**config.mk**
```make
export PLATFORM = sky130hd
export DESIGN_NAME = thi_top
export DESIGN_NICKNAME = d
export VERILOG_FILES = /design/src/thi_pkg.sv /design/src/thi_sync.sv /design/src/thi_top.sv
export SDC_FILE = /design/constraint.sdc
export NUM_CORES = 1
export LEC_CHECK = 0
export BUFFER_PORTS_ARGS = -buffer_cell sky130_fd_sc_hd__buf_2
export CAP_MARGIN = 0
export CORE_MARGIN = 2
export CORE_UTILIZATION = 35
export CTS_CLUSTER_DIAMETER = 30
export DETAILED_ROUTE_END_ITERATION = 10
export SETUP_SLACK_MARGIN = 0.15
export SLEW_MARGIN = 20
export SYNTH_ARGS = -nofsm -noshare
export SYNTH_HDL_FRONTEND = slang
export SYNTH_SLANG_ARGS = --single-unit
```
**constraint.sdc**
```tcl
create_clock -name i_ref_clk -period 1.3 [get_ports i_ref_clk]
set_input_delay 0.065 -clock i_ref_clk [delete_from_list [all_inputs] [get_ports i_ref_clk]]
set_output_delay 0.065 -clock i_ref_clk [all_outputs]
set_load 0.005 [all_outputs]
```
**src/thi_pkg.sv**
```systemverilog
// Package of constants and types for the touch host interface select block
package thi_pkg;
  // ----------------------------------------
  // Widths
  // ----------------------------------------
  localparam int unsigned THI_SENSE_CNT = 16;   // Number of sense inputs
  localparam int unsigned THI_SYNC_STAGES = 2;  // Synchroniser depth
  // ----------------------------------------
  // Reset values
  // ----------------------------------------
  localparam logic THI_IRQ_RST = 1'h0;          // Interrupt idle level
  localparam logic THI_PIN_HIZ_OE_N = 1'h1;     // Output enable off (active low)
  localparam logic THI_PIN_DRIVE_OE_N = 1'h0;   // Output enable on (active low)
  localparam logic THI_SYNC_RST = 1'h1;         // Synchroniser reset level (idle high)
  // Host port modes
  typedef enum logic [0:0] {THI_MODE_I2C, THI_MODE_SPI} thi_mode_type;
endpackage

```
**src/thi_sync.sv**
```systemverilog
// Two flip-flop synchroniser for a bundle of pin inputs
`timescale 1ns/1ps
module thi_sync
#(
  parameter int unsigned WIDTH = 1
)
(
  input wire logic i_ref_clk,
  input wire logic i_srst,
  input wire logic [WIDTH-1:0] i_async,
  output logic [WIDTH-1:0] o_sync
);
  import thi_pkg::*;
  // ----------------------------------------
  // Elaboration check
  // ----------------------------------------
  if (WIDTH < 1)
  begin : g_chk
    $error("WIDTH must be at least one");
  end
  logic [WIDTH-1:0] meta_q; // First stage, read only by second stage
  logic [WIDTH-1:0] sync_q; // Second stage
  // Two stages; reset forces idle-high so no false edge on release
  always_ff @(posedge i_ref_clk)
  begin
    if (i_srst)
    begin
      meta_q <= {WIDTH{THI_SYNC_RST}};
      sync_q <= {WIDTH{THI_SYNC_RST}};
    end
    else
    begin
      meta_q <= i_async;
      sync_q <= meta_q;
    end
  end
  assign o_sync = sync_q;
endmodule

```
**src/thi_top.sv**
```systemverilog
// Host pin multiplexer and mode control of the capacitive touch converter
// What this block does
// - Start in I2C mode after every initialization
// - Chip select held high keeps I2C mode
// - Chip select falling edge switches to SPI
// - SPI mode latched until next initialization
// - SPI mode: chip select is active low
// - Shared clock pin feeds I2C or SPI
// - Data pin: I2C bidirectional, SPI input
// - Address pin: I2C select input, SPI output
// - Low external reset holds device in reset
// - Reset puts sense and reference pins Hi-Z
// - Interrupt output drives active high
`timescale 1ns/1ps
module thi_top
#(
  parameter int unsigned SENSE_CNT = thi_pkg::THI_SENSE_CNT
)
(
  input wire logic i_ref_clk,
  input wire logic i_srst,
  // External pins
  input wire logic i_external_reset_n,
  input wire logic i_if_select_chip_select_n,
  input wire logic i_serial_clk,
  input wire logic i_serial_data,
  output logic o_serial_data,
  output logic o_serial_data_oe_n,
  input wire logic i_addr_sel0_or_serial_out,
  output logic o_addr_sel0_or_serial_out,
  output logic o_addr_sel0_or_serial_out_oe_n,
  input wire logic i_addr_sel1,
  output logic o_host_irq_out,
  output logic [SENSE_CNT-1:0] o_sense_inputs_oe_n,
  output logic o_reference_cap_oe_n,
  output logic o_reference_cap_extra_input_oe_n,
  // Core side: analog sequencer and protocol engines
  input wire logic [SENSE_CNT-1:0] i_core_sense_oe_n,
  input wire logic i_core_ref_oe_n,
  input wire logic i_core_ref_extra_oe_n,
  input wire logic i_core_irq,
  input wire logic i_i2c_sda_out,
  input wire logic i_i2c_sda_oe_n,
  input wire logic i_spi_sdo,
  output logic o_mode_spi,
  output logic o_core_reset,
  output logic o_i2c_scl,
  output logic o_i2c_sda_in,
  output logic [1:0] o_i2c_addr_sel,
  output logic o_spi_sck,
  output logic o_spi_sdi,
  output logic o_spi_cs_n
);
  import thi_pkg::*;

  // ----------------------------------------
  // Elaboration check
  // ----------------------------------------
  if (SENSE_CNT < 1)
  begin : g_chk
    $error("SENSE_CNT must be at least one");
  end

  // ----------------------------------------
  // Pin synchronisers
  // ----------------------------------------
  localparam int unsigned NSYNC = 6; // Pins passed through the synchroniser
  logic [NSYNC-1:0] pins_raw; // Raw pin levels
  logic [NSYNC-1:0] pins_s; // Synchronised pin levels
  logic rst_n_s; // External reset, synchronised
  logic cs_n_s; // Chip select, synchronised
  logic sclk_s; // Serial clock, synchronised
  logic sdata_s; // Serial data, synchronised
  logic asel0_s; // Address select 0, synchronised
  logic asel1_s; // Address select 1, synchronised

  assign pins_raw = {i_external_reset_n, i_if_select_chip_select_n, i_serial_clk,
                     i_serial_data, i_addr_sel0_or_serial_out, i_addr_sel1};

  // Every pin passes two flops before logic reads it
  thi_sync #(.WIDTH(NSYNC)) u_sync
  (
    .i_ref_clk(i_ref_clk),
    .i_srst(i_srst),
    .i_async(pins_raw),
    .o_sync(pins_s)
  );

  assign {rst_n_s, cs_n_s, sclk_s, sdata_s, asel0_s, asel1_s} = pins_s;

  // ----------------------------------------
  // Initialization
  // ----------------------------------------
  logic in_reset; // Power-on or external reset active
  logic init_q; // High in first cycle after reset released

  // Low external reset keeps device in reset; power-on reset does too
  assign in_reset = i_srst | ~rst_n_s;

  // Marks release of reset as an initialization
  always_ff @(posedge i_ref_clk)
  begin
    if (i_srst)
    begin
      init_q <= 1'h1;
    end
    else
    begin
      init_q <= ~rst_n_s;
    end
  end

  // ----------------------------------------
  // Mode selection
  // ----------------------------------------
  thi_mode_type mode_q; // Current host port mode
  logic cs_n_prev_q; // Chip select, previous sample
  logic cs_fall; // Chip select high-to-low edge

  // Previous chip select; tracks the synchronised pin during reset so a select
  // already held low at external reset release gives no edge
  always_ff @(posedge i_ref_clk)
  begin
    if (in_reset)
    begin
      cs_n_prev_q <= cs_n_s;
    end
    else
    begin
      cs_n_prev_q <= cs_n_s;
    end
  end

  assign cs_fall = cs_n_prev_q & ~cs_n_s;

  // Mode latch: I2C after initialization, SPI once chip select falls
  always_ff @(posedge i_ref_clk)
  begin
    if (in_reset)
    begin
      mode_q <= THI_MODE_I2C;
    end
    else
    begin
      case (mode_q)
        THI_MODE_I2C:
        begin
          if (cs_fall)
          begin
            mode_q <= THI_MODE_SPI;
          end
          else
          begin
            mode_q <= THI_MODE_I2C;
          end
        end
        THI_MODE_SPI:
        begin
          mode_q <= THI_MODE_SPI;
        end
        default:
        begin
          mode_q <= THI_MODE_I2C;
        end
      endcase
    end
  end

  logic is_spi; // Host port in SPI mode
  assign is_spi = (mode_q == THI_MODE_SPI);
  assign o_mode_spi = is_spi;
  assign o_core_reset = in_reset | init_q;

  // ----------------------------------------
  // Shared pin routing
  // ----------------------------------------
  // Core-facing pin copies, registered; idle values outside own mode
  always_ff @(posedge i_ref_clk)
  begin
    if (in_reset)
    begin
      o_i2c_scl <= THI_SYNC_RST;
      o_i2c_sda_in <= THI_SYNC_RST;
      o_i2c_addr_sel <= 2'h0;
      o_spi_sck <= THI_SYNC_RST;
      o_spi_sdi <= 1'h0;
      o_spi_cs_n <= THI_SYNC_RST;
    end
    else
    begin
      o_i2c_scl <= is_spi ? THI_SYNC_RST : sclk_s;
      o_i2c_sda_in <= is_spi ? THI_SYNC_RST : sdata_s;
      o_i2c_addr_sel <= is_spi ? 2'h0 : {asel1_s, asel0_s};
      o_spi_sck <= is_spi ? sclk_s : THI_SYNC_RST;
      o_spi_sdi <= is_spi ? sdata_s : 1'h0;
      o_spi_cs_n <= is_spi ? cs_n_s : THI_SYNC_RST;
    end
  end

  // Pin drivers: data out from flops, enables follow the mode
  always_ff @(posedge i_ref_clk)
  begin
    if (in_reset)
    begin
      o_serial_data <= 1'h0;
      o_serial_data_oe_n <= THI_PIN_HIZ_OE_N;
      o_addr_sel0_or_serial_out <= 1'h0;
      o_addr_sel0_or_serial_out_oe_n <= THI_PIN_HIZ_OE_N;
    end
    else if (is_spi)
    begin
      // SPI: data pin is input only, address pin drives serial out while chip select is low
      o_serial_data <= 1'h0;
      o_serial_data_oe_n <= THI_PIN_HIZ_OE_N;
      o_addr_sel0_or_serial_out <= i_spi_sdo;
      o_addr_sel0_or_serial_out_oe_n <= cs_n_s ? THI_PIN_HIZ_OE_N : THI_PIN_DRIVE_OE_N;
    end
    else
    begin
      // I2C: data pin is bidirectional, data and enable from the I2C engine, address pin is input
      o_serial_data <= i_i2c_sda_out;
      o_serial_data_oe_n <= i_i2c_sda_oe_n;
      o_addr_sel0_or_serial_out <= 1'h0;
      o_addr_sel0_or_serial_out_oe_n <= THI_PIN_HIZ_OE_N;
    end
  end

  // ----------------------------------------
  // Analog pin release and interrupt
  // ----------------------------------------
  // Sense and reference pins Hi-Z in reset; interrupt active high
  always_ff @(posedge i_ref_clk)
  begin
    if (in_reset)
    begin
      o_sense_inputs_oe_n <= {SENSE_CNT{THI_PIN_HIZ_OE_N}};
      o_reference_cap_oe_n <= THI_PIN_HIZ_OE_N;
      o_reference_cap_extra_input_oe_n <= THI_PIN_HIZ_OE_N;
      o_host_irq_out <= THI_IRQ_RST;
    end
    else
    begin
      o_sense_inputs_oe_n <= i_core_sense_oe_n;
      o_reference_cap_oe_n <= i_core_ref_oe_n;
      o_reference_cap_extra_input_oe_n <= i_core_ref_extra_oe_n;
      o_host_irq_out <= i_core_irq;
    end
  end
endmodule

```
* After elaboration in Yosys (flattened, before gate mapping) *
Cells that the tools add are included.

storage, ports and cells
  register bits after elaboration = 45
  input bits = 30
  word-level logic and storage cells = 30

operators by class
  mux-type cells = 3
  bitwise operators = 6
  reductions and logical operators = 2

operators by type and width
  operator                         number
  OR reduction 2 bit               2
  NOT 1 bit                        3
  two-way mux 1 bit                2
  bitwise OR 1 bit                 2
  case mux 1 bit (2 select lines)  1
  AND 1 bit                        1

* Longest topological paths before layout *
Gate-level depths: netlist (run 1).

  depth in word-level cells = 4
  depth in mapped cells = 3
  gate-level depth less buffers = 2

* By module *
From an unflattened synthesis (run 1), not the netlist that was laid out.

unflattened totals
  cell total of the unflattened synthesis = 97
  area total of the unflattened synthesis = 1228.7 sq um

modules (own cells, without submodules)
  module    instances  cells each  area each (sq um)  sequential area each (sq um)
  thi_top   1          72          908.4              640.6
  thi_sync  1          25          320.3              240.2

* Worst setup path before layout (run 1) *
Ideal clock, no wire load.

  kind = register -> register
  start point = reg mode_q, in the netlist o_mode_spi
  end point = reg o_i2c_scl
  arrival time = 834 ps
  path slack = 332 ps
  stages on the path, launching flop included = 2
  cells stage by stage = dfxtp_1 > or4b_1

on the way
  word-level cells in the longest chain between the ends = 1

RTL lines
  element                       RTL line        RTL
  start, declared               thi_top.sv:116  thi_mode_type mode_q;
  start signal, assigned        thi_top.sv:141  mode_q <= THI_MODE_I2C;
  start signal, assigned        thi_top.sv:150  mode_q <= THI_MODE_SPI;
  start signal, assigned        thi_top.sv:154  mode_q <= THI_MODE_I2C;
  OR reduction 2 bit (no line)  --
  end signal, assigned          thi_top.sv:191  o_i2c_scl <= is_spi ? THI_SYNC_RST : sclk_s;
  end, declared                 thi_top.sv:47   output logic o_i2c_scl,

Every way passes these cells.
A chain may end at the register's enable or synchronous reset.

* Worst setup path in the final report (run 1) *
  start point = reg u_sync.sync_q[5], in the netlist u_sync.o_sync[5]
  end point = out o_core_reset

on the way
  word-level cells in the longest chain between the ends = 3

RTL lines
  element                 RTL line        RTL
  start, declared         thi_sync.sv:22  logic [WIDTH-1:0] sync_q;
  start signal, assigned  thi_sync.sv:29  sync_q <= {WIDTH{THI_SYNC_RST}};
  start signal, assigned  thi_sync.sv:34  sync_q <= meta_q;
  NOT 1 bit               thi_top.sv:98   assign in_reset = i_srst | ~rst_n_s;
  bitwise OR 1 bit        thi_top.sv:98
  bitwise OR 1 bit        thi_top.sv:172  assign o_core_reset = in_reset | init_q;
  end, declared           thi_top.sv:46   output logic o_core_reset,

Every way passes these cells.

==> results of run 1 <==
worst max path at each step:
| stage | from | endpoint | depth (start not counted) |
|---|---|---|---|
| floorplan | o_mode_spi | o_i2c_scl | 1 |
| global placement | u_sync.o_sync[5] | o_core_reset | 4 |
| detailed placement | u_sync.o_sync[5] | o_core_reset | 4 |
| CTS | u_sync.o_sync[5] | o_core_reset | 4 |
| global route | u_sync.o_sync[5] | o_core_reset | 4 |
| finish | u_sync.o_sync[5] | o_core_reset | 4 |
area by class of cell:
type / instances / area share [%]
inverter: 1 / 0.1869
clock inverter: 1 / 1.495
multi-input combinational: 47 / 16.07
tap: 46 / 2.866
clock buffer: 5 / 1.869
sequential: 44 / 43.93
timing repair buffer: 95 / 33.58
registers in the layout (all words and copies together) (netlist names), 2 cells and up:
signal               count
o_i2c_addr_sel           2
u_sync.o_sync            6
u_sync.meta_q            6
o_sense_inputs_oe_n     16
repair_timing:
| action | 4_1_cts | 5_1_grt |
|---|---|---|
| endpoints found under the setup margin | 1 | 1 |
| setup buffers | 3 | 1 |
| hold endpoints to repair | 28 | 0 |
| gates cloned | 1 | 0 |
| hold buffers | 28 | 0 |
| resized for setup | 4 | 2 |
report_power, final:
group,leakage (nW),switching (mW),internal (mW)
clock,0.0371,0.372,0.385
sequential,0.365,0.0176,1.41
combinational,0.509,0.0874,0.186
cell usage in the layout, fill, tap and decap left out, drive strengths merged:
| master | instances |
|---|---|
| buf | 66 |
| dfxtp | 44 |
| dlygate4sd3 | 28 |
| nand2b | 21 |
| or2 | 12 |
| clkbuf | 5 |
| and2 | 4 |
| nor2b | 3 |
| nand3b | 2 |
| and3 | 2 |
| inv | 1 |
| o21a | 1 |
| or4b | 1 |
| nor3b | 1 |
| bufinv | 1 |
| bufbuf | 1 |
critical path, stage by stage, from the launching register on:
cell,delay [ns]
dfxtp_2,0.35
nor2b_4,0.17
buf_12,0.11
nand2b_4,0.04
buf_6,0.11
cell families (layout without fill, tap and decap cells):
| family | after synthesis | after routing |
|---|---|---|
| compound gates | 1 | 1 |
| simple gates | 46 | 46 |
| buf+inv | 5 | 102 |
| flops | 44 | 44 |
routing by layer:
layer / wire [um] / part of all wire [%] / up-vias
met4: 72 / 3.0 / 0
met5: 0 / 0 / -
met2: 1269 / 52 / 37
li1: - / - / 487
met3: 158 / 6.5 / 7
met1: 926 / 38 / 421
metrics by stage:
stage / cell area [um2] / std cells / hold WS, ns / setup WS (ns) / power (mW)
after floorplan: 1224 / 96 / 0.1621 / 0.3320 / 1.535
after global placement: 1570 / 200 / 0.2416 / 0.2973 / 1.626
after detailed placement: 1570 / 200 / 0.2457 / 0.2632 / 1.632
after CTS: 1987 / 238 / 0.1152 / 0.1033 / 2.489
after global routing: 2008 / 239 / 0.1362 / 0.05643 / 2.591
final: 2008 / 239 / 0.1388 / 0.1244 / 2.464
==> flow_summary.toml, run 1 <==
[outcome]
outcome = "finished, final reports clean"

[timing]
period_needed_ns = 1.176
tns_ns = 0
max_freq_mhz = 850.6
setup_viol = 0
slew_viol_final = 0
max_slew.worst_pin.slew_ns = 0.2627
min_period_over_period_pct = 90.43
slew_headroom_pct = 82.41
rsz0062_at_grt = "true"
hold_viol_final = 0
fin_skew_ns = 0.009765

[die]
die-area_um2 = 3985
rows = 21
io_pins = 62
die_h_um = 63.13
chipWidth_um = 63.13
start_util_pct = 36.67
coreArea_um2 = 3337

[layout]
multi_input_area_um2 = 322.8
fillers = 290
syn_to_final_growth_pct = 64.11
seq_area_um2 = 882.1
layout-drive-gt1-share_pct = 40.41
fin_util_pct = 60.18
nets = 224
antenna_cells = 0

[yosys]
synth_top_family_by_area = "simple AND/OR/NAND/NOR gates"
synth_commonest_cells = "dfxtp_1 (44), nand2b_1 (21), or2_1 (12)"
synth_simple_gate_area_share_pct = 25.15
ys_types = 15
synth_seq_cells = 44
yosysMostFrequentCell = "dfxtp_1"
synthCells = 96
ys_warn_count = 0
postSynthAreaPerCell_um2 = 12.75
synth-xor-area-share_pct = 0
synthMuxAreaShare_pct = 0
synth_fp_nets = 126
synth_edf_count = 0
synth-adder-area-share_pct = 0
synth_compound_area_share_pct = 0.6135
synth.top_cell.area_share_pct = 71.98
ys_top_cells_by_area = "dfxtp_1 (72%), nand2b_1 (11%), or2_1 (6.1%), and2_1 (2.0%), buf_4 (1.2%)"
yosysSeqAreaShare_pct = 71.98
synth_top_cell_by_area = "dfxtp_1"
ys_async_sr_fraction_pct = 0
synth_top_flop_cell = "dfxtp_1"
synth_area_um2 = 1224

[route]
routed_via_density = 3.983
firstDrtPassIters = 4
antenna_left = 0
drt-total-wl_um = 2428
post_drt_wl_per_cell_um = 10.16
vias = 952
drc = 0
drt_iter0_drc = 12

[setup_path]
required_ns = 1.24
timing.rr.start = "u_sync.o_sync[5]"
crit_arrival_ns = 1.11
rr_endpoint = "o_host_irq_out"
crit_path_end_kind = "output port"
critical_path_class = "register to output port"
critPathLaunchType = "register"
rr_worst_depth = 5
crit_path_max_fanout = 2
r2r_slack_ns = 0.17

[power]
peakVddDrop_uv = 728.6
power_leakage_nw = 0.9104
powerDensity_nw_per_um2 = 1227

[grt]
grt_max_degree = 17
grt_usage_pct = 13.63
grt_pass1_vias = 976
antenna_found_initial = 0
use_met1_pct = 12.80
grt_overflow = 0
met2_usage_pct = 25.27
grt_pass1_wl_um = 4119
grt-busiest-layer = "met2"
grt_use_met3_pct = 5.000

[cts]
cts_tree = "done"
cts-buffers-inserted = 5
cts_buffer_depth = 2
clk_latency_ns = 0.33
h-tree-depth = 2
clk_pin_slew_ns = 0.11
clock_sinks = 44
cts-root-buf = "clkbuf_4"

[placement]
io_buffers = 61
hpwl_um = 1472
routabilityCongestion = 0.7230

[hold_path]
whs_path_depth = 2
hp-class = "input port to register"
holdPathEnd = "u_sync.o_sync[2]"
hold_start = "i_srst"

[run]
drv_cap = 0
Power figures use the tool's default switching activity.
==> run 2: changes to the inputs <==
--- a/config.mk
+++ b/config.mk
@@ -8,9 +8,11 @@
 export BUFFER_PORTS_ARGS = -buffer_cell sky130_fd_sc_hd__buf_2
 export CAP_MARGIN = 0
 export CORE_MARGIN = 2
-export CORE_UTILIZATION = 35
+export CORE_UTILIZATION = 40
 export CTS_CLUSTER_DIAMETER = 30
 export DETAILED_ROUTE_END_ITERATION = 10
+export HOLD_SLACK_MARGIN = 0.06
+export PLACE_DENSITY = 0.73
 export SETUP_SLACK_MARGIN = 0.15
 export SLEW_MARGIN = 20
 export SYNTH_ARGS = -nofsm -noshare
==> run 2 against run 1 <==
Against the previous run:
- sequential power barely moved
- flip-flop and latch count did not move
- non-clock buffer count did not move
- largest power group unchanged
- global-route usage rose by 2.3 points
- cell count fell by 4.6%
- maximum frequency fell by 0.37%
- critical path type unchanged
- first-iteration DRC count rose by 110%
- clock-buffer cell count rose by 3
- highest routed layer unchanged
- largest cell class unchanged
- final area fell by 1.9%
- register-to-register slack barely moved
- setup slack got worse by 0.0044 ns
- core utilization rose by 6.0 points
==> flow_summary.toml, run 2 (synthesis gave the netlist of run 1 again) <==
[timing]
slew_headroom_pct = 81.54
tns_ns = 0
fin_skew_ns = 0.004218
rsz0062_at_grt = "true"
setup_viol = 0
max_freq_mhz = 847.5
slew_viol_final = 0
min_period_over_period_pct = 90.77
period_needed_ns = 1.180
max_slew.worst_pin.slew_ns = 0.2757
hold_viol_final = 0

[die]
die_h_um = 59.31
chipWidth_um = 59.31
coreArea_um2 = 2978
start_util_pct = 41.09
io_pins = 62
rows = 20
die-area_um2 = 3518

[route]
dr.max_layer_used = "met4"
met1_length_um = 944
drt_iter0_drc = 25
routed_via_density = 4.254
drc = 0
routed-wl-met3_um = 134
antenna_left = 0
post_drt_wl_per_cell_um = 11.52
met2_wirelength_um = 1462
drt-total-wl_um = 2626
firstDrtPassIters = 4
vias = 970

[cts]
cts-buffers-inserted = 5
cts_buffer_depth = 2
cts-root-buf = "clkbuf_4"
cts_tree = "done"
h-tree-depth = 2
clk_pin_slew_ns = 0.11
clk_latency_ns = 0.33
clock_sinks = 44

[setup_path]
timing.rr.start = "u_sync.o_sync[5]"
critPathLaunchType = "register"
crit_path_end_kind = "output port"
crit_path_max_fanout = 2
crit_arrival_ns = 1.12
critical_path_class = "register to output port"
r2r_slack_ns = 0.16
rr_endpoint = "o_sense_inputs_oe_n[1]"
rr_worst_depth = 5
required_ns = 1.24

[grt]
grt_overflow = 0
grt_pass1_vias = 926
grt_max_degree = 17
antenna_found_initial = 0
grt_usage_pct = 15.88
grt_pass1_wl_um = 3898

[hold_path]
hold_start = "i_srst"
hp-class = "input port to register"
holdPathEnd = "u_sync.o_sync[4]"
whs_path_depth = 2

[layout]
layout-drive-gt1-share_pct = 39.49
antenna_cells = 0
final_common_cell = "buf_2"
regMostFlops = "o_sense_inputs_oe_n"
fin_util_pct = 66.13
nets = 224
final_cell_mix = "buf_2 (61), dfxtp_1 (43), dlygate4sd3_1 (28), nand2b_1 (21), or2_1 (12)"
largest_reg_flops = 16
syn_to_final_growth_pct = 60.94

[placement]
routabilityCongestion = 0.6615
hpwl_um = 1578
io_buffers = 61

[outcome]
outcome = "finished, final reports clean"

[power]
powerDensity_nw_per_um2 = 1190
power_leakage_nw = 0.8964
peakVddDrop_uv = 537.6

[run]
drv_cap = 0
==> run 2: worst max-delay path, stage by stage, from the launching register on <==
cell,delay [ns]
dfxtp_2,0.35
nor2b_4,0.17
buf_12,0.11
nand2b_1,0.04
buf_2,0.12
==> run 2: metal layers <==
metal	global-route usage [%]	vias up
met3	6.332	10
met5	0	-
met2	28.41	34
met1	15.02	436
li1	-	490
met4	9.416	0
==> run 2: cell type report <==
type,count,area (um2)
Multi-Input combinational cell,47,315.3
Clock buffer,8,58.81
Fill cell,237,1008
Inverter,1,3.754
Tap cell,33,41.29
Timing Repair Buffer,95,668.1
Sequential cell,44,882.1
==> run 2: what timing repair did <==
action                                 4_1_cts  5_1_grt
setup buffers                                3        1
endpoints found under the hold margin       28        0
hold buffers                                28        0
gates cloned                                 1        0
pin swaps                                    0        0
setup endpoints to repair                    1        1
gates resized for setup                      4        0
==> run 2: worst max-delay path by stage <==
stage,startpoint,to
2_1_floorplan,o_mode_spi,o_i2c_scl
3_3_place_gp,u_sync.o_sync[5],o_core_reset
3_5_place_dp,u_sync.o_sync[5],o_core_reset
4_1_cts,u_sync.o_sync[5],o_core_reset
5_1_grt,u_sync.o_sync[5],o_core_reset
6_report,u_sync.o_sync[5],o_core_reset
==> run 2: power breakdown <==
part	switching, mW	total, mW	internal, mW
clock	0.372	0.640	0.267
combinational	0.0880	0.270	0.182
sequential	0.0180	1.43	1.41
total	0.478	2.34	1.86
==> run 2: stage by stage <==
step,power [mW],setup slack (ns),hold WS [ns],std cells,instance area [um2]
2_1_floorplan,1.535,0.3320,0.1621,96,1224
3_3_place_gp,1.625,0.3062,0.2416,187,1554
3_5_place_dp,1.636,0.2373,0.2491,187,1554
4_1_cts,2.355,0.09902,0.1244,227,1962
5_1_grt,2.464,0.04878,0.1418,228,1969
6_report,2.343,0.1200,0.1348,228,1969
==> run 3: changes to the inputs <==
==> constraint.sdc (replaced) <==
create_clock -name i_ref_clk -period 1.5 [get_ports i_ref_clk]
set_input_delay 0.075 -clock i_ref_clk [delete_from_list [all_inputs] [get_ports i_ref_clk]]
set_output_delay 0.075 -clock i_ref_clk [all_outputs]
set_load 0.005 [all_outputs]
==> run 3 against run 2 <==
Against the previous run:
- setup slack better by 0.20 ns
- register-to-register slack better by 0.22 ns
- sequential power is 13% lower
- core utilization is 2.3 points lower
- wire length is 7.1% lower
- sequential share of layout area is 1.6 points higher
- clock power is 12% lower
- combinational power is 24% lower
- die area stayed put
- power is 14% lower
==> flow_summary.toml, run 3 (synthesis gave the netlist of run 1 again) <==
[route]
firstDrtPassIters = 4
post_drt_wl_per_cell_um = 10.89
routed_via_density = 4.201
vias = 941
antenna_left = 0
drc = 0
drt-total-wl_um = 2439
drt_iter0_drc = 27

[grt]
grt_max_degree = 17
grt_pass1_vias = 925
grt_overflow = 0
antenna_found_initial = 0
grt_usage_pct = 15.14
grt_pass1_wl_um = 3774

[cts]
clk_pin_slew_ns = 0.11
cts-root-buf = "clkbuf_4"
cts_resized = 0
cts-buffers-inserted = 5
h-tree-depth = 2
cts_buffer_depth = 2
clock_sinks = 44
clk_latency_ns = 0.34
cts_tree = "done"

[timing]
max_freq_mhz = 848.8
hold_viol_final = 0
rsz0062_at_grt = "false"
hold_ws_ns = 0.1277
setup_viol = 0
fin_skew_ns = 0.002143
slew_headroom_pct = 79.51
slew_viol_final = 0
period_needed_ns = 1.178
tns_ns = 0
max_slew.worst_pin.slew_ns = 0.3060
min_period_over_period_pct = 78.54

[placement]
io_buffers = 61
hpwl_um = 1551
routabilityCongestion = 0.6610

[hold_path]
hp-class = "input port to register"

[die]
rows = 20
coreArea_um2 = 2978
die_h_um = 59.31
die-area_um2 = 3518
io_pins = 62
start_util_pct = 41.09
chipWidth_um = 59.31

[power]
powerDensity_nw_per_um2 = 1059
peakVddDrop_uv = 595.6
power_leakage_nw = 0.8594
power_mw = 2.012

[layout]
syn_to_final_growth_pct = 55.32
largest_reg_flops = 16
nets = 220
antenna_cells = 0
regMostFlops = "o_sense_inputs_oe_n"
fillers = 239
layout-drive-gt1-share_pct = 37.70
final_cell_mix = "buf_2 (61), dfxtp_1 (44), dlygate4sd3_1 (28), nand2b_1 (21), or2_1 (12)"
final_common_cell = "buf_2"

[setup_path]
crit_arrival_ns = 1.10
critPathLaunchType = "register"
critical_path_class = "register to output port"
required_ns = 1.42
r2r_slack_ns = 0.38
crit_path_max_fanout = 6
crit_path_end_kind = "output port"

[outcome]
outcome = "finished, final reports clean"

[run]
drv_cap = 0
## run 3: critical path, stage by stage, from the launching register on
cell and delay, ns:
dfxtp_1 0.41, nor2b_4 0.18, nand2b_1 0.06, buf_2 0.12
## run 3: area by class of cell
type	instances	area, um2	share of cell area [%]
Sequential cell	44	880.8	46.35
Timing Repair Buffer	91	600.6	31.60
Multi-Input combinational cell	47	315.3	16.59
Clock buffer	8	58.81	3.094
Tap cell	33	41.29	2.172
Inverter	1	3.754	0.1975
## run 3: final timing paths
path | startpoint | end | cells past startpoint
max | u_sync.o_sync[5] | o_core_reset | 3
min | i_srst | u_sync.o_sync[4] | 2
max reg2reg | u_sync.o_sync[5] | o_sense_inputs_oe_n[15] | 4
min reg2reg | u_sync.o_sync[4] | cs_n_prev_q | 0
## run 3: stage by stage
stage,utilization (%),area [um2],setup WS (ns),std cells
final,63.82,1901,0.3219,224
after CTS,63.82,1901,0.3084,224
after floorplan,-,1224,0.5320,96
after global routing,63.82,1901,0.2104,224
after global placement,52.18,1554,0.4545,187
after detailed placement,52.18,1554,0.3809,187
## run 3: metal layers
| metal | vias to the layer above | routed length (um) | track usage [%] |
|---|---|---|---|
| li1 | 483 | - | - |
| met1 | 417 | 902 | 12.93 |
| met2 | 37 | 1351 | 27.79 |
| met3 | 4 | 118 | 6.769 |
| met4 | 0 | 68 | 9.740 |
| met5 | - | 0 | 0 |
## run 3: report_power, final
group	leakage, nW	internal, mW	switching [mW]	total, mW
Clock	0.0326	0.232	0.333	0.564
Combinational	0.462	0.136	0.0701	0.206
Sequential	0.365	1.23	0.0155	1.24
## run 3: repair_timing
action | CTS | global route
setup buffers | 1 | 0
hold buffers | 28 | 0
endpoints found under the setup margin | 1 | 0
hold endpoints to repair | 28 | 0
